===== src/core/stack_psw_pkg.sv =====
package stack_psw_pkg;
  // data memory nibble addresses
  localparam logic [11:0] ADDR_SP_LO = 12'hf80;
  localparam logic [11:0] ADDR_SP_HI = 12'hf81;
  localparam logic [11:0] ADDR_STATUS_HI = 12'hfb0;
  localparam logic [11:0] ADDR_STATUS_LO = 12'hfb1;
  localparam logic [11:0] ADDR_CARRIER0 = 12'hfc0;
  localparam logic [11:0] ADDR_CARRIER1 = 12'hfc1;
  localparam logic [11:0] ADDR_CARRIER2 = 12'hfc2;
  localparam logic [11:0] ADDR_CARRIER3 = 12'hfc3;
  // status word and vector byte bit positions
  localparam int POS_LEVEL_HI = 3;
  localparam int POS_LEVEL_LO = 2;
  localparam int POS_MEM_BANK = 1;
  localparam int POS_REG_BANK = 0;
  localparam int POS_CARRY = 3;
  localparam int POS_VEC_REG_BANK = 6;
  localparam int POS_VEC_MEM_BANK = 7;
  // reset values
  localparam logic [15:0] RST_CARRIER = 16'h0000;
  localparam logic [1:0] RST_LEVEL = 2'h0;
  localparam logic [2:0] RST_SKIP = 3'h0;
  localparam logic [7:0] RST_SP = 8'h00;
  // stack frame sizes in nibbles
  localparam logic [7:0] FRAME_PAIR = 8'h02;
  localparam logic [7:0] FRAME_CALL = 8'h06;
  // interrupt admission levels
  localparam logic [1:0] LEVEL_ALL = 2'h0;
  localparam logic [1:0] LEVEL_HIGH = 2'h1;
  localparam logic [1:0] LEVEL_NONE = 2'h2;
  // access widths
  localparam logic [1:0] ACC_BIT = 2'h0;
  localparam logic [1:0] ACC_NIB = 2'h1;
  localparam logic [1:0] ACC_BYTE = 2'h2;
  // stack commands from the sequencer
  typedef enum logic [2:0] {
    CMD_NONE, CMD_PUSH, CMD_POP, CMD_CALL, CMD_RET, CMD_IRQ, CMD_INTERRUPT_EXIT
  } stack_cmd_type;
endpackage : stack_psw_pkg


===== src/core/stack_psw_control.sv =====
// Behaviour
// - register push writes upper and lower nibble, pointer drops by two
// - call saves counter and both bank flags in six nibbles
// - interrupt entry saves counter and whole status word, pointer drops six
// - pop restores lower nibble first then upper, pointer rises two
// - subroutine exit reloads counter and bank flags, pointer rises six
// - interrupt exit reloads counter and status word, pointer rises six
// - stack pointer bit 0 always reads and stays zero
// - sixteen-bit bit carrier, bit nibble byte access, clears on reset
// - byte access reaches carrier as nibble0 pair and nibble2 pair
// - indexed bit uses L upper bits as nibble, lower bits as bit
// - indexed carrier bit access ignores memory bank enable flag
// - fourteen-bit counter clears to zero on reset, loads vector address on interrupt
// - counter advances by instruction length except the rom reference op
// - status word high nibble level bits and bank flags, low carry and skips
// - status word reachable at fixed address regardless of bank flag
// - level bits 1/4-bit, flags 1-bit, skip bits readable by byte only
// - reset clears bank flags, level and skip bits
// - interrupt entry pushes level then raises level 0 or 1 one step; exit restores
// - level 0 admits all, 1 high priority only, 2 none
// - eight-bit pointer over two nibble locations, low bit zero
// - stack accesses always in bank 0, addresses 000H-0FFH
// - register bank flag loads from vector bit 6 on interrupt, clears on reset
`timescale 1ns/100ps
module stack_psw_control #(
  parameter int PC_W = 14
) (
  input wire logic i_clk_sys,
  input wire logic i_rst,
  // stack command from the instruction sequencer
  input wire logic i_cmd_valid,
  input wire stack_psw_pkg::stack_cmd_type i_cmd,
  input wire logic [7:0] i_push_data,
  output logic o_busy,
  output logic o_done,
  output logic [7:0] o_pop_data,
  // counter control
  input wire logic i_pc_advance,
  input wire logic [1:0] i_instr_len,
  input wire logic i_rom_ref,
  input wire logic [PC_W-1:0] i_rom_ref_target,
  input wire logic i_jump,
  input wire logic [PC_W-1:0] i_jump_target,
  input wire logic [PC_W-1:0] i_vector_addr,
  input wire logic [7:0] i_vector_byte,
  output logic [PC_W-1:0] o_prog_counter,
  // data memory path for stack nibbles
  output logic o_mem_we,
  output logic o_mem_re,
  output logic [11:0] o_mem_addr,
  output logic [3:0] o_mem_wdata,
  input wire logic [3:0] i_mem_rdata,
  // register access at fixed addresses
  input wire logic i_reg_wr,
  input wire logic i_reg_rd,
  input wire logic [1:0] i_reg_width,
  input wire logic [11:0] i_reg_addr,
  input wire logic [1:0] i_reg_bit,
  input wire logic [7:0] i_reg_wdata,
  output logic [7:0] o_reg_rdata,
  // indexed carrier bit access
  input wire logic i_idx_wr,
  input wire logic [3:0] i_idx_l,
  input wire logic i_idx_wbit,
  output logic o_idx_rbit,
  // core status
  input wire logic i_carry_set,
  input wire logic i_carry_in,
  input wire logic [2:0] i_skip_in,
  input wire logic i_skip_load,
  input wire logic i_irq_high_prio,
  output logic o_irq_admit,
  output logic [1:0] o_irq_level,
  output logic o_mem_bank_enable_flag,
  output logic o_reg_bank_enable_flag,
  output logic o_carry,
  output logic [7:0] o_stack_ptr,
  output logic [15:0] o_bit_seq_carrier
);
  typedef enum logic [1:0] {ST_IDLE, ST_RUN, ST_DONE} seq_state_type;

  seq_state_type state_q, state_d;
  stack_psw_pkg::stack_cmd_type cmd_q, cmd_d;
  logic [2:0] step_q, step_d;
  logic [7:0] sp_q, sp_d;
  logic [PC_W-1:0] pc_q, pc_d;
  logic [15:0] carrier_q, carrier_d;
  logic [1:0] level_q, level_d;
  logic mbank_q, mbank_d, rbank_q, rbank_d, carry_q, carry_d;
  logic [2:0] skip_q, skip_d;
  logic [7:0] pdata_q, pdata_d;
  logic [23:0] frame_q, frame_d;
  logic done_q, done_d;
  logic [7:0] rdata_q, rdata_d;
  logic [2:0] last_step;

  function automatic logic [7:0] frame_len(input stack_psw_pkg::stack_cmd_type c);
    frame_len = (c == stack_psw_pkg::CMD_PUSH || c == stack_psw_pkg::CMD_POP)
      ? stack_psw_pkg::FRAME_PAIR : stack_psw_pkg::FRAME_CALL;
  endfunction : frame_len

  function automatic logic is_pop(input stack_psw_pkg::stack_cmd_type c);
    is_pop = (c == stack_psw_pkg::CMD_POP) || (c == stack_psw_pkg::CMD_RET) ||
      (c == stack_psw_pkg::CMD_INTERRUPT_EXIT);
  endfunction : is_pop

  // frame nibble k of a 24-bit frame, nibble 0 lowest
  function automatic logic [3:0] nib(input logic [23:0] f, input logic [2:0] k);
    nib = f[{k, 2'b00} +: 4];
  endfunction : nib

  assign last_step = 3'(frame_len(cmd_q) - 8'h01);

  // stack sequencer: one nibble per cycle, bank 0 only
  always_comb begin
    logic [23:0] fr;
    logic [7:0] a;
    fr = '0;
    a = '0;
    state_d = state_q;
    cmd_d = cmd_q;
    step_d = step_q;
    frame_d = frame_q;
    done_d = 1'b0;
    o_mem_we = 1'b0;
    o_mem_re = 1'b0;
    o_mem_addr = 12'h000;
    o_mem_wdata = 4'h0;
    case (state_q)
      ST_IDLE: begin
        if (i_cmd_valid && i_cmd != stack_psw_pkg::CMD_NONE) begin
          cmd_d = i_cmd;
          step_d = 3'h0;
          state_d = ST_RUN;
          fr[7:0] = i_push_data;
          if (i_cmd == stack_psw_pkg::CMD_CALL) begin
            // same nibble layout as interrupt entry so both exits decode alike
            fr = {8'(pc_q), 2'b00, mbank_q, rbank_q, 4'h0, 2'b00, pc_q[PC_W-1:8]};
          end else if (i_cmd == stack_psw_pkg::CMD_IRQ) begin
            fr = {8'(pc_q), level_q, mbank_q, rbank_q, carry_q, skip_q,
              2'b00, pc_q[PC_W-1:8]};
          end
          frame_d = fr;
        end
      end
      ST_RUN: begin
        // pushes fill downward from sp-1, pops read upward from sp
        a = is_pop(cmd_q) ? 8'(sp_q + 8'(step_q)) : 8'(sp_q - 8'(step_q) - 8'h01);
        o_mem_addr = {4'h0, a};
        if (is_pop(cmd_q)) begin
          o_mem_re = 1'b1;
          frame_d[{step_q, 2'b00} +: 4] = i_mem_rdata;
        end else begin
          o_mem_we = 1'b1;
          o_mem_wdata = nib(frame_q, 3'(3'h5 - step_q));
          if (cmd_q == stack_psw_pkg::CMD_PUSH) begin
            o_mem_wdata = nib(frame_q, 3'(3'h1 - step_q));
          end
        end
        step_d = 3'(step_q + 3'h1);
        if (step_q == last_step) begin
          state_d = ST_DONE;
        end
      end
      ST_DONE: begin
        done_d = 1'b1;
        state_d = ST_IDLE;
      end
      default: state_d = ST_IDLE;
    endcase
  end

  // architectural state: pointer, counter, status word, carrier
  always_comb begin
    logic [23:0] f;
    logic [3:0] wn;
    f = frame_q;
    wn = 4'h0;
    sp_d = sp_q;
    pc_d = pc_q;
    carrier_d = carrier_q;
    level_d = level_q;
    mbank_d = mbank_q;
    rbank_d = rbank_q;
    carry_d = carry_q;
    skip_d = skip_q;
    pdata_d = pdata_q;
    rdata_d = rdata_q;
    if (i_pc_advance) begin
      // rom reference jumps to its table entry instead of advancing
      pc_d = i_rom_ref ? i_rom_ref_target : PC_W'(pc_q + PC_W'(i_instr_len));
    end
    if (i_jump) begin
      pc_d = i_jump_target;
    end
    if (i_carry_set) begin
      carry_d = i_carry_in;
    end
    if (i_skip_load) begin
      skip_d = i_skip_in;
    end
    // indexed bit access, independent of bank flag
    if (i_idx_wr) begin
      carrier_d[i_idx_l] = i_idx_wbit;
    end
    if (i_reg_rd) begin
      rdata_d = 8'h00;
      case (i_reg_addr)
        stack_psw_pkg::ADDR_STATUS_HI:
          rdata_d = (i_reg_width == stack_psw_pkg::ACC_BYTE)
            ? {carry_q, skip_q, level_q, mbank_q, rbank_q}
            : {4'h0, level_q, mbank_q, rbank_q};
        // skip bits stay hidden outside byte reads
        stack_psw_pkg::ADDR_STATUS_LO: rdata_d = {4'h0, carry_q, 3'h0};
        stack_psw_pkg::ADDR_CARRIER0: rdata_d = (i_reg_width == stack_psw_pkg::ACC_BYTE)
          ? carrier_q[7:0] : {4'h0, carrier_q[3:0]};
        stack_psw_pkg::ADDR_CARRIER1: rdata_d = {4'h0, carrier_q[7:4]};
        stack_psw_pkg::ADDR_CARRIER2: rdata_d = (i_reg_width == stack_psw_pkg::ACC_BYTE)
          ? carrier_q[15:8] : {4'h0, carrier_q[11:8]};
        stack_psw_pkg::ADDR_CARRIER3: rdata_d = {4'h0, carrier_q[15:12]};
        stack_psw_pkg::ADDR_SP_LO: rdata_d = (i_reg_width == stack_psw_pkg::ACC_BYTE)
          ? sp_q : {4'h0, sp_q[3:0]};
        stack_psw_pkg::ADDR_SP_HI: rdata_d = {4'h0, sp_q[7:4]};
        default: rdata_d = 8'h00;
      endcase
      // a 1-bit read returns the addressed bit in bit 0
      if (i_reg_width == stack_psw_pkg::ACC_BIT) begin
        rdata_d = {7'h00, rdata_d[i_reg_bit]};
      end
    end
    if (i_reg_wr) begin
      // a 1-bit write merges into a status or carrier nibble; pointer nibbles take the whole written nibble
      wn = i_reg_wdata[3:0];
      case (i_reg_addr)
        stack_psw_pkg::ADDR_STATUS_HI: begin
          wn = {level_q, mbank_q, rbank_q};
          if (i_reg_width == stack_psw_pkg::ACC_BIT) begin
            wn[i_reg_bit] = i_reg_wdata[0];
          end else if (i_reg_width == stack_psw_pkg::ACC_NIB) begin
            wn[3:2] = i_reg_wdata[3:2];
          end
          level_d = wn[3:2];
          mbank_d = wn[stack_psw_pkg::POS_MEM_BANK];
          rbank_d = wn[stack_psw_pkg::POS_REG_BANK];
        end
        stack_psw_pkg::ADDR_STATUS_LO: begin
          if (i_reg_width == stack_psw_pkg::ACC_BIT &&
              i_reg_bit == 2'(stack_psw_pkg::POS_CARRY)) begin
            carry_d = i_reg_wdata[0];
          end
        end
        stack_psw_pkg::ADDR_CARRIER0, stack_psw_pkg::ADDR_CARRIER1,
        stack_psw_pkg::ADDR_CARRIER2, stack_psw_pkg::ADDR_CARRIER3: begin
          if (i_reg_width == stack_psw_pkg::ACC_BIT) begin
            carrier_d[{i_reg_addr[1:0], i_reg_bit}] = i_reg_wdata[0];
          end else if (i_reg_width == stack_psw_pkg::ACC_BYTE) begin
            carrier_d[{i_reg_addr[1], 3'b000} +: 8] = i_reg_wdata;
          end else begin
            carrier_d[{i_reg_addr[1:0], 2'b00} +: 4] = i_reg_wdata[3:0];
          end
        end
        stack_psw_pkg::ADDR_SP_LO: begin
          if (i_reg_width == stack_psw_pkg::ACC_BYTE) begin
            sp_d = {i_reg_wdata[7:1], 1'b0};
          end else begin
            sp_d[3:0] = {i_reg_wdata[3:1], 1'b0};
          end
        end
        stack_psw_pkg::ADDR_SP_HI: sp_d[7:4] = i_reg_wdata[3:0];
        default: ;
      endcase
    end
    // frame completion
    if (state_q == ST_RUN && step_q == last_step) begin
      if (is_pop(cmd_q)) begin
        f[{step_q, 2'b00} +: 4] = i_mem_rdata;
        sp_d = 8'(sp_q + frame_len(cmd_q));
        case (cmd_q)
          // lower nibble came first, so it sits in f[3:0]
          stack_psw_pkg::CMD_POP: pdata_d = {f[7:4], f[3:0]};
          stack_psw_pkg::CMD_RET: begin
            pc_d = PC_W'({f[5:4], f[3:0], f[23:16]});
            mbank_d = f[13];
            rbank_d = f[12];
          end
          stack_psw_pkg::CMD_INTERRUPT_EXIT: begin
            pc_d = PC_W'({f[5:4], f[3:0], f[23:16]});
            {level_d, mbank_d, rbank_d} = f[15:12];
            carry_d = f[11];
            skip_d = f[10:8];
          end
          default: ;
        endcase
      end else begin
        sp_d = 8'(sp_q - frame_len(cmd_q));
        if (cmd_q == stack_psw_pkg::CMD_IRQ) begin
          pc_d = i_vector_addr;
          mbank_d = i_vector_byte[stack_psw_pkg::POS_VEC_MEM_BANK];
          rbank_d = i_vector_byte[stack_psw_pkg::POS_VEC_REG_BANK];
          level_d = (level_q == stack_psw_pkg::LEVEL_NONE) ? level_q
            : 2'(level_q + 2'h1);
        end
      end
    end
    sp_d[0] = 1'b0;
  end

  always_ff @(posedge i_clk_sys) begin
    if (i_rst) begin
      state_q <= ST_IDLE;
      cmd_q <= stack_psw_pkg::CMD_NONE;
      step_q <= 3'h0;
      frame_q <= 24'h000000;
      done_q <= 1'b0;
      sp_q <= stack_psw_pkg::RST_SP;
      carrier_q <= stack_psw_pkg::RST_CARRIER;
      level_q <= stack_psw_pkg::RST_LEVEL;
      skip_q <= stack_psw_pkg::RST_SKIP;
      pdata_q <= 8'h00;
      rdata_q <= 8'h00;
      pc_q <= '0;
      mbank_q <= 1'b0;
      rbank_q <= 1'b0;
    end else begin
      state_q <= state_d;
      cmd_q <= cmd_d;
      step_q <= step_d;
      frame_q <= frame_d;
      done_q <= done_d;
      sp_q <= sp_d;
      carrier_q <= carrier_d;
      level_q <= level_d;
      skip_q <= skip_d;
      pdata_q <= pdata_d;
      rdata_q <= rdata_d;
      pc_q <= pc_d;
      mbank_q <= mbank_d;
      rbank_q <= rbank_d;
    end
  end

  // carry has no reset: it keeps its value through a reset
  always_ff @(posedge i_clk_sys) begin
    carry_q <= carry_d;
  end

  assign o_busy = (state_q != ST_IDLE);
  assign o_done = done_q;
  assign o_pop_data = pdata_q;
  assign o_prog_counter = pc_q;
  assign o_reg_rdata = rdata_q;
  assign o_idx_rbit = carrier_q[i_idx_l];
  assign o_irq_level = level_q;
  // level 3 is undefined and admits nothing
  assign o_irq_admit = (level_q == stack_psw_pkg::LEVEL_ALL) ||
    (level_q == stack_psw_pkg::LEVEL_HIGH && i_irq_high_prio);
  assign o_mem_bank_enable_flag = mbank_q;
  assign o_reg_bank_enable_flag = rbank_q;
  assign o_carry = carry_q;
  assign o_stack_ptr = sp_q;
  assign o_bit_seq_carrier = carrier_q;

  property p_sp_even;
    @(posedge i_clk_sys) disable iff (i_rst) sp_q[0] == 1'b0;
  endproperty
  a_sp_even: assert property (p_sp_even) else $error("stack pointer odd");

  property p_irq_sp;
    @(posedge i_clk_sys) disable iff (i_rst)
      (state_q == ST_RUN && cmd_q == stack_psw_pkg::CMD_IRQ && step_q == last_step
       && !i_reg_wr) |=> sp_q == 8'($past(sp_q) - 8'h06);
  endproperty
  a_irq_sp: assert property (p_irq_sp) else $error("irq frame not six");

  property p_push_sp;
    @(posedge i_clk_sys) disable iff (i_rst)
      (state_q == ST_IDLE && i_cmd_valid && i_cmd == stack_psw_pkg::CMD_PUSH && !i_reg_wr)
      |=> ##2 sp_q == 8'($past(sp_q, 3) - 8'h02);
  endproperty
  a_push_sp: assert property (p_push_sp) else $error("push not two");

  property p_bank0;
    @(posedge i_clk_sys) disable iff (i_rst)
      (o_mem_we || o_mem_re) |-> o_mem_addr[11:8] == 4'h0;
  endproperty
  a_bank0: assert property (p_bank0) else $error("stack outside bank 0");

  property p_admit;
    @(posedge i_clk_sys) disable iff (i_rst)
      (level_q == stack_psw_pkg::LEVEL_NONE) |-> !o_irq_admit;
  endproperty
  a_admit: assert property (p_admit) else $error("level 2 admitted");

  property p_reset_clear;
    @(posedge i_clk_sys) $fell(i_rst) |-> carrier_q == 16'h0000 && level_q == 2'h0;
  endproperty
  a_reset_clear: assert property (p_reset_clear) else $error("reset not clear");

  property p_call_frame;
    @(posedge i_clk_sys) disable iff (i_rst)
      (state_q == ST_IDLE && i_cmd_valid && i_cmd == stack_psw_pkg::CMD_CALL)
      |=> o_busy [*7] ##1 o_done;
  endproperty
  a_call_frame: assert property (p_call_frame) else $error("call not six nibbles");

  property p_irq_level;
    @(posedge i_clk_sys) disable iff (i_rst)
      (state_q == ST_RUN && cmd_q == stack_psw_pkg::CMD_IRQ && step_q == last_step
       && level_q == stack_psw_pkg::LEVEL_ALL && !i_reg_wr)
      |=> level_q == stack_psw_pkg::LEVEL_HIGH;
  endproperty
  a_irq_level: assert property (p_irq_level) else $error("level not raised");
endmodule : stack_psw_control


===== config.mk =====
export PLATFORM = sky130hd
export DESIGN_NAME = stack_psw_control
export DESIGN_NICKNAME = d
export VERILOG_FILES = /design/src/core/stack_psw_pkg.sv /design/src/core/stack_psw_control.sv
export SDC_FILE = /design/constraint.sdc
export NUM_CORES = 1
export LEC_CHECK = 0
export ABC_AREA = 0
export BUFFER_PORTS_ARGS = -buffer_cell sky130_fd_sc_hd__buf_2
export CAP_MARGIN = 20
export CORE_MARGIN = 3
export CORE_UTILIZATION = 59
export CTS_CLUSTER_DIAMETER = 40
export DETAILED_ROUTE_END_ITERATION = 6
export PLACE_DENSITY = 0.94
export SYNTH_ARGS = -nofsm -noshare
export SYNTH_HDL_FRONTEND = slang
export SYNTH_SLANG_ARGS = --single-unit

===== constraint.sdc =====
create_clock -name i_clk_sys -period 4.6 [get_ports i_clk_sys]
set_clock_uncertainty 0.2 [all_clocks]
set_input_delay 0.46 -clock i_clk_sys [delete_from_list [all_inputs] [get_ports i_clk_sys]]
set_output_delay 0.46 -clock i_clk_sys [all_outputs]
set_load 0.01 [all_outputs]

-- Word-level counts from Yosys, hierarchy flattened
Cells that the tools add are included.
- order comparisons: 7
- equality and inequality tests: 28
- shift operators: 8
- multiplexer cells: 95
- $add $sub $neg: 14
- reductions and logical operators: 29
- operators by type and width (operator ; number):
    14-bit 2-to-1 mux ; 7
    12-bit == test (second input constant) ; 8
    24-bit 2-to-1 mux ; 4
    8-bit 2-to-1 mux ; 11
    16-bit 2-to-1 mux ; 5
    16-bit bitwise mux ; 4
    8-bit case mux with 8 select lines ; 1
    24-bit case mux with 2 select lines ; 1
    24-bit by 6-bit variable part select with 4-bit output ; 2
    1-bit 2-to-1 mux ; 29
    24-bit bitwise mux ; 1
    2-bit 2-to-1 mux ; 12
    4-bit by 7-bit variable shift with 24-bit output (first input constant) ; 1
    4-bit by 7-bit variable part select with 24-bit output ; 1
    4-bit 2-to-1 mux ; 5
    3-bit 2-to-1 mux ; 6
    4-bit by 6-bit variable shift with 16-bit output (first input constant) ; 1
    8-bit by 6-bit variable shift with 16-bit output (first input constant) ; 1
    4-bit by 6-bit variable part select with 16-bit output ; 1
    8-bit by 6-bit variable part select with 16-bit output ; 1
    8-bit by 3-bit subtractor with 8-bit output ; 2
    14-bit by 2-bit adder with 14-bit output ; 1
    3-bit == test (second input constant) ; 4
    4-bit negator with 6-bit output ; 2
    40 further kinds ; 70
- input port bits: 112
- register bits after elaboration: 95
- word-level logic and storage cells: 198
- output and inout bits: 81

-- Longest topological paths before layout
Gate-level depths: netlist of run 1.
- word-level depth: 11
- mapped depth: 11

-- Least setup slack after synthesis of run 1
OpenSTA, ideal clock, no wires.
- path kind: register to register
- start point: register step_q[1]
- end point: register frame_q[15]
- data required time: 4268 ps
- cell stages (with the launch flop): 10
- library setup time: 132 ps
- path slack: 1804 ps
- arrival: 2464 ps
- buffers on the path: 2
- path through: dfxtp_1 > clkbuf_1 > inv_1 > ha_1 > ha_1 > nor4bb_1 > clkbuf_1 > mux2_2 > a221oi_1 > nor3_1
- longest elaborated chain between the ends: 5
- ends and longest elaborated chain (what ; RTL line ; source):
    start, declared ; stack_psw_control.sv:84 ; logic [2:0] step_q, step_d;
    start signal, assigned ; stack_psw_control.sv:327 ; step_q <= step_d;
    5-bit negator with 7-bit output (*) ; stack_psw_control.sv:152 ; frame_d[{step_q, 2'b00} +: 4] = i_mem_rdata;
    4-bit by 7-bit variable part select with 24-bit output or 4-bit by 7-bit variable shift with 24-bit output (tied branches) ; stack_psw_control.sv:152 ;
    24-bit bitwise mux (*) ; stack_psw_control.sv:152 ;
    24-bit 2-to-1 mux (*) ; stack_psw_control.sv:150 ; if (is_pop(cmd_q)) begin
    24-bit case mux with 2 select lines (*) ; stack_psw_control.sv:129 ; case (state_q)
    end signal, assigned ; stack_psw_control.sv:328 ; frame_q <= frame_d;
    end, declared ; stack_psw_control.sv:92 ; logic [23:0] frame_q, frame_d;
Every way passes the cells marked *; elsewhere a longest branch is shown, timed or not. The select of a mux whose other input is x is not followed.
A chain may end at the register's enable or synchronous reset.

-- Worst setup path in the final report of run 1
- start point: register step_q[0]
- end point: register level_q[0] (netlist: o_irq_level[0])
- longest elaborated chain between the ends: 6
- ends and longest elaborated chain (what ; RTL line ; source):
    5-bit negator with 7-bit output ; stack_psw_control.sv:276 ; f[{step_q, 2'b00} +: 4] = i_mem_rdata;
    4-bit by 7-bit variable part select with 24-bit output or 4-bit by 7-bit variable shift with 24-bit output (tied branches) ; stack_psw_control.sv:276 ;
    24-bit bitwise mux ; stack_psw_control.sv:276 ;
    2-bit 2-to-1 mux ; stack_psw_control.sv:278 ; case (cmd_q)
    2-bit 2-to-1 mux ; stack_psw_control.sv:275 ; if (is_pop(cmd_q)) begin
    2-bit 2-to-1 mux ; stack_psw_control.sv:274 ; if (state_q == ST_RUN && step_q == last_step) begin
    end signal, assigned ; stack_psw_control.sv:317 ; level_q <= stack_psw_pkg::RST_LEVEL;
    end signal, assigned ; stack_psw_control.sv:332 ; level_q <= level_d;
    end, declared ; stack_psw_control.sv:88 ; logic [1:0] level_q, level_d;
Parallel ways exist; a longest one is shown, timed or not.

==> results of run 1 <==
-- cell families (layout without fill, tap and decap cells) --
group	Yosys count	in the layout
buf+inv	116	235
flops	94	94
mux	81	81
compound gates	311	311
xor+xnor	15	15
simple gates	398	398
other cells	1	5
fa+ha+maj	27	27
-- layer usage --
layer  up-vias  wire length [microns]  global-route usage [%]
met1      4130                  10800                    49.5
met2       662                  12000                    53.9
li1       4084                      -                       -
met5         -                      7                       0
met3       113                   3300                    7.80
met4         2                   1060                    15.1
-- state kept, by name (all words and copies together), names as in the netlist --
name / cells
state_q: 2
o_stack_ptr: 7
frame_q: 24
o_mem_bank_enable_flag: 1
cmd_q: 3
o_bit_seq_carrier: 16
o_done: 1
step_q: 3
o_irq_level: 2
o_pop_data: 8
o_reg_rdata: 8
o_reg_bank_enable_flag: 1
o_carry: 1
skip_q: 3
o_prog_counter: 14
-- cells in the final DEF (no fill, tap or decap), drive strengths merged, types with 8 or more instances in the layout --
master	n
clkbuf	9
nand4	9
mux4	9
a21oi	87
a221oi	11
and3	9
ha	23
o21ai	63
nor3	28
mux2	20
nor4	11
o31ai	8
a211oi	33
a22oi	15
inv	34
dfxtp	94
xnor2	10
o22ai	8
or2	9
mux2i	52
nand3	37
nand2	101
nor2	114
o211ai	15
nand2b	23
buf	189
nor2b	17
-- Yosys cell counts, types with 20 or more instances --
master and n:
a211oi_1 33, a21oi_1 86, clkbuf_1 59, dfxtp_1 94, ha_1 23, inv_1 27, mux2_2 20, mux2i_1 52
nand2_1 101, nand2b_1 23, nand3_1 37, nor2_1 113, nor3_1 27, o21ai_0 55
-- worst max-delay path: stages, from the launching register on --
cell and delay, ps:
dfxtp_1 650, inv_2 220, ha_1 260, ha_1 380, nor4bb_1 850, mux2i_1 360
nand3_1 110, a21oi_1 170, a31o_2 120, a21oi_1 50
-- power groups by stage --
stage	logic, W	clock network, W	registers, W
2_1_floorplan	0.000383	0	0.000907
3_3_place_gp	0.000539	0	0.000922
3_5_place_dp	0.000555	0	0.000925
4_1_cts	0.000560	0.000760	0.000906
5_1_grt	0.000626	0.000794	0.000914
6_report	0.000576	0.000762	0.000910
-- layout make-up --
cell class / count / area [sq um]
clock buffers: 9 / 225
clock inverters: 7 / 72.6
fillers: 1097 / 3850
inverters: 30 / 113
multi-input cells: 837 / 5560
flip-flops and latches: 94 / 1880
well taps: 172 / 215
repair buffers: 189 / 966
-- through the flow --
step	util (%)	total power [W]	cell area, sq um	std cells
floorplan	-	0.00129	7930	1047
global placement	67.8	0.00146	8730	1322
detailed placement	67.8	0.00148	8730	1322
CTS	70.1	0.00223	9030	1338
global route	70.1	0.00233	9030	1338
finish	70.1	0.00225	9030	1338
-- final timing paths --
path | to | from | slack, ps
max | o_irq_level[0] | step_q[0] | 1080
min | o_prog_counter[7] | i_jump_target[7] | 170
max reg2reg | o_irq_level[0] | step_q[0] | 1080
min reg2reg | o_reg_rdata[1] | o_reg_rdata[1] | 240
==> flow_metrics.tcl, run 1 <==
set metrics [dict create \
    critPathRequiredTime_ps 4610 \
    synth_area_leaders "dfxtp_1 24%, mux2i_1 6.6%, a21oi_1 5.4%" \
    rsz0062_at_grt "false" \
    diodes 0 \
    netlist.area_leader.share_pct 23.8 \
    grt_pass1_vias 8079 \
    max_cap_viol_count 0 \
    leakage_nw 3.71 \
    switchingPower_w 0.000789 \
    antenna_found_initial 1 \
    finalMaxSlewViolations 0 \
    tightest_slew_ps 955 \
    vias_per_cell 6.72 \
    hp-class "input pin to flop" \
    synth_compound_area_share_pct 26.2 \
    async_reset_ff_share_pct 0 \
    clockBufferDepth 2 \
    ys_ff_latch 94 \
    clk_pin_slew_ps 80 \
    post-synth-top-area-cell "dfxtp_1" \
    drt_pass1_iterations 7 \
    drive_gt1_share_pct 22.2 \
    post-route-period-util_pct 76.6 \
    vias 8991 \
    seq_area_frac_synth_pct 23.8 \
    synth.distinct_cells 84 \
    fp.dieH_microns 122 \
    synth_edf_count 0 \
    grt_use_total_pct 35.7 \
    coreArea_sq_um 12900 \
    ctsHoldBuffers 0 \
    cts_tree "built" \
    cp-start-kind "flop" \
    synth_top_family_by_area "compound AO/OA/AOI/OAI gates" \
    worst-setup-path-type "flop to flop" \
    r2r_cells 9 \
    wl_per_cell_microns 20.3 \
    postSynthAreaPerCell_sq_um 7.59 \
    peakVddDrop_mv 0.167 \
    synth-simple-area-share_pct 25.3 \
    drc 0 \
    num_rows 41 \
    cts_max_level 3 \
    synth.cell_area_sq_um 7920 \
    outcome "finished, final reports clean" \
    dieWidth_microns 122 \
    nNetsFinal 1300 \
    grt_pass1_wl_microns 42300 \
    grt_max_degree 68 \
    powerDensity_nw_per_um2 249 \
    die_area_sq_um 14800 \
    hold_depth 3 \
    cts_sinks 94 \
    post_cts_resize_count 0 \
    fmax_ghz 0.284 \
    start_util_pct 61.5 \
    synth_xor_area_share_pct 1.75 \
    combPwrFrac_pct 25.6 \
    synth_warnings 0 \
    post-place-ws_ps 1150 \
    synthAdderAreaFrac_pct 4.65 \
    end_kind "flop" \
    grt_overflow 0 \
    p_sw_share_pct 35.1 \
    fin_crit_ps 3520 \
    wl_microns 27100 \
    cts_buffers 9 \
    synth_mux_area_share_pct 12.0 \
    routabilityCongestion 0.975 \
    drtIter0Drc 1336 \
    syn2layout_area_growth_pct 14.1 \
    pin_count 193 \
    path_max_fanout 13 \
    p_int_w 0.00146 \
    synth_cells 1043 \
    tns_ps 0 \
    holdWs_ps 174 \
    hold_viol 0 \
    setup_violations 0 \
    io_buffer_count 181 \
    clockRootBuffer "clkbuf_16" \
    post-cts-setup-buffers 0 \
    slew-limit-headroom_pct 35.5 \
    ant_nets 0 \
    p_clk_share_pct 33.9 \
    seq_power_share_pct 40.5 \
    layout_setup_ws_ps 1080 \
    dp_hpwl_microns 20200 \
    cp_data_arrival_time_ps 3540 \
    synth-main-ff-cell "dfxtp_1" \
    clk-insertion-delay-late_ps 350 \
]
Note: power is estimated with default switching activity, not from simulation.
==> run 2, diff against run 1 <==
Settings changed: CORE_UTILIZATION 59 to 50, PLACE_DENSITY 0.94 to 0.85.
Clock period 4.6 ns to 3.15 ns, I/O delays scaled along.
==> run 2 against run 1 <==
Against the previous run:
- first-iteration DRC count decreased by 12%
- sequential cell count stayed put
- maximum frequency up 20%
- worst hold slack worse by 150 ps
- combinational power rose by 50%
- routed wire length is 0.88% higher
- global-route usage shrank 5.4 points
- setup slack worse by 870 ps
- register-to-register slack worse by 870 ps
- critical path depth unchanged
==> flow_metrics.tcl, run 2 (synthesis results as in run 1) <==
set metrics [dict create \
    outcome "finished, final reports clean" \
    postLayoutCellArea_sq_um 9290 \
    ctsHoldBuffers 0 \
    slew-limit-headroom_pct 32.3 \
    post-route-period-util_pct 93.4 \
    min_delay_worst_endpoint "o_prog_counter[13]" \
    grt_overflow 0 \
    fmax_ghz 0.340 \
    post-cts-setup-buffers 0 \
    cts_sinks 94 \
    die_area_sq_um 17400 \
    path_max_fanout 9 \
    critPathRequiredTime_ps 3230 \
    tightest_slew_ps 1010 \
    layout_commonest_cell "buf_2" \
    nNetsFinal 1331 \
    grt_max_degree 40 \
    hold_start "i_jump_target[13]" \
    hp-class "input pin to flop" \
    hold_depth 3 \
    path_delay_family "compound AO/OA/AOI/OAI gates" \
    cts_tree "built" \
    start_util_pct 51.5 \
    finalMaxSlewViolations 0 \
    vias 8955 \
    setup_violations 0 \
    reg2reg_from "cmd_q[0]" \
    tns_ps 0 \
    grt_use_total_pct 30.3 \
    critical_path.max_stage_delay_ps 540 \
    r2r_cells 9 \
    critPathSlowestCell "dfxtp_1" \
    fin_crit_ps 2940 \
    peakVddDrop_mv 0.277 \
    diodes 0 \
    powerDensity_nw_per_um2 350 \
    cts_max_level 3 \
    rsz0062_at_grt "false" \
    drt_pass1_iterations 7 \
    ant_nets 0 \
    mostFrequentLayoutCells "181 x buf_2, 113 x nor2_1, 101 x nand2_1" \
    clk_pin_slew_ps 70 \
    coreArea_sq_um 15400 \
    post_cts_resize_count 0 \
    cp_data_arrival_time_ps 3020 \
    clockRootBuffer "clkbuf_16" \
    grt_pass1_wl_microns 43100 \
    cp-start-kind "flop" \
    hold_viol 0 \
    wl_per_cell_microns 19.4 \
    placed_area_sq_um 9010 \
    syn2layout_area_growth_pct 17.4 \
    leakage_nw 3.85 \
    max_cap_viol_count 0 \
    registers.top_by_ff_count "frame_q" \
    routabilityCongestion 0.975 \
    clockBufferDepth 2 \
    largest_reg_flops 24 \
    vias_per_cell 6.36 \
    cts_buffers 9 \
    pin_count 193 \
    drtIter0Drc 1178 \
    worst-setup-path-type "flop to flop" \
    drc 0 \
    reg2reg_to "o_stack_ptr[7]" \
    io_buffer_count 181 \
    r2r_slack_ps 210 \
    fillers 1391 \
    fp.dieH_microns 132 \
    dieWidth_microns 132 \
    drive_gt1_share_pct 24.1 \
    grt_pass1_vias 8200 \
    num_rows 45 \
    dp_hpwl_microns 20700 \
    path_cells "nand2b_1 > o21ai_0 > fa_1 > a211oi_1 > o21bai_1 > a21oi_1 > xnor2_1 > or3_1 > a31oi_1" \
    clk-insertion-delay-late_ps 360 \
    cp.buffers_inverters 0 \
    end_kind "flop" \
    antenna_found_initial 0 \
    wl_microns 27300 \
]
-- run 2: cell types whose count changed in the layout (fill, tap and decap cells not counted), sizes merged --
cell    delta
buf       +31
clkbuf     +1
clkinv     +1
inv        -2
-- run 2: layer usage --
layer,GRT usage (%),part of all wire [%],wire [microns]
met4,12.4,3.4,922
met1,41.6,41,11200
met2,46.0,44,12000
met5,0,0,0
met3,6.91,12,3250
-- run 2: layout make-up --
| type | count | area (sq um) | share of cell area, % |
|---|---|---|---|
| clock buffers | 10 | 229 | 2.46 |
| inverters | 30 | 113 | 1.21 |
| well taps | 211 | 264 | 2.84 |
| flip-flops and latches | 94 | 1880 | 20.2 |
| multi-input cells | 837 | 5560 | 59.8 |
| repair buffers | 220 | 1200 | 12.9 |
| clock inverters | 6 | 51.3 | 0.552 |
-- run 2: how the worst max path moves through the flow --
stage	start	cells past startpoint	endpoint
finish	cmd_q[0]	9	o_stack_ptr[7]
global route	cmd_q[0]	9	o_stack_ptr[7]
CTS	cmd_q[0]	9	o_stack_ptr[7]
detailed placement	cmd_q[0]	9	o_stack_ptr[7]
global placement	cmd_q[0]	9	o_stack_ptr[7]
floorplan	step_q[1]	9	frame_q[15]
-- run 2: worst min-delay path: cells and delay by family --
kind	cells	cell delay (ps)
AO/OA/AOI/OAI	2	150
buffers and inverters	1	90
-- run 2: where the power goes --
group / leakage [nW] / switching, W / internal (W)
clock network: 0.134 / 0.000520 / 0.000548
logic: 2.95 / 0.000522 / 0.000340
registers: 0.767 / 0.0000735 / 0.00125
-- run 2: metrics by stage --
stage / hold WS, ps / instances / utilization (%) / worst slack (ps) / total power [W]
after floorplan: 241 / 1047 / - / 354 / 0.00188
after global placement: 220 / 1392 / 58.6 / 409 / 0.00217
after detailed placement: 232 / 1392 / 58.6 / 355 / 0.00218
after CTS: 13.1 / 1408 / 60.5 / 263 / 0.00323
after global routing: 39.3 / 1408 / 60.5 / 72.6 / 0.00340
final: 26.0 / 1408 / 60.5 / 208 / 0.00325
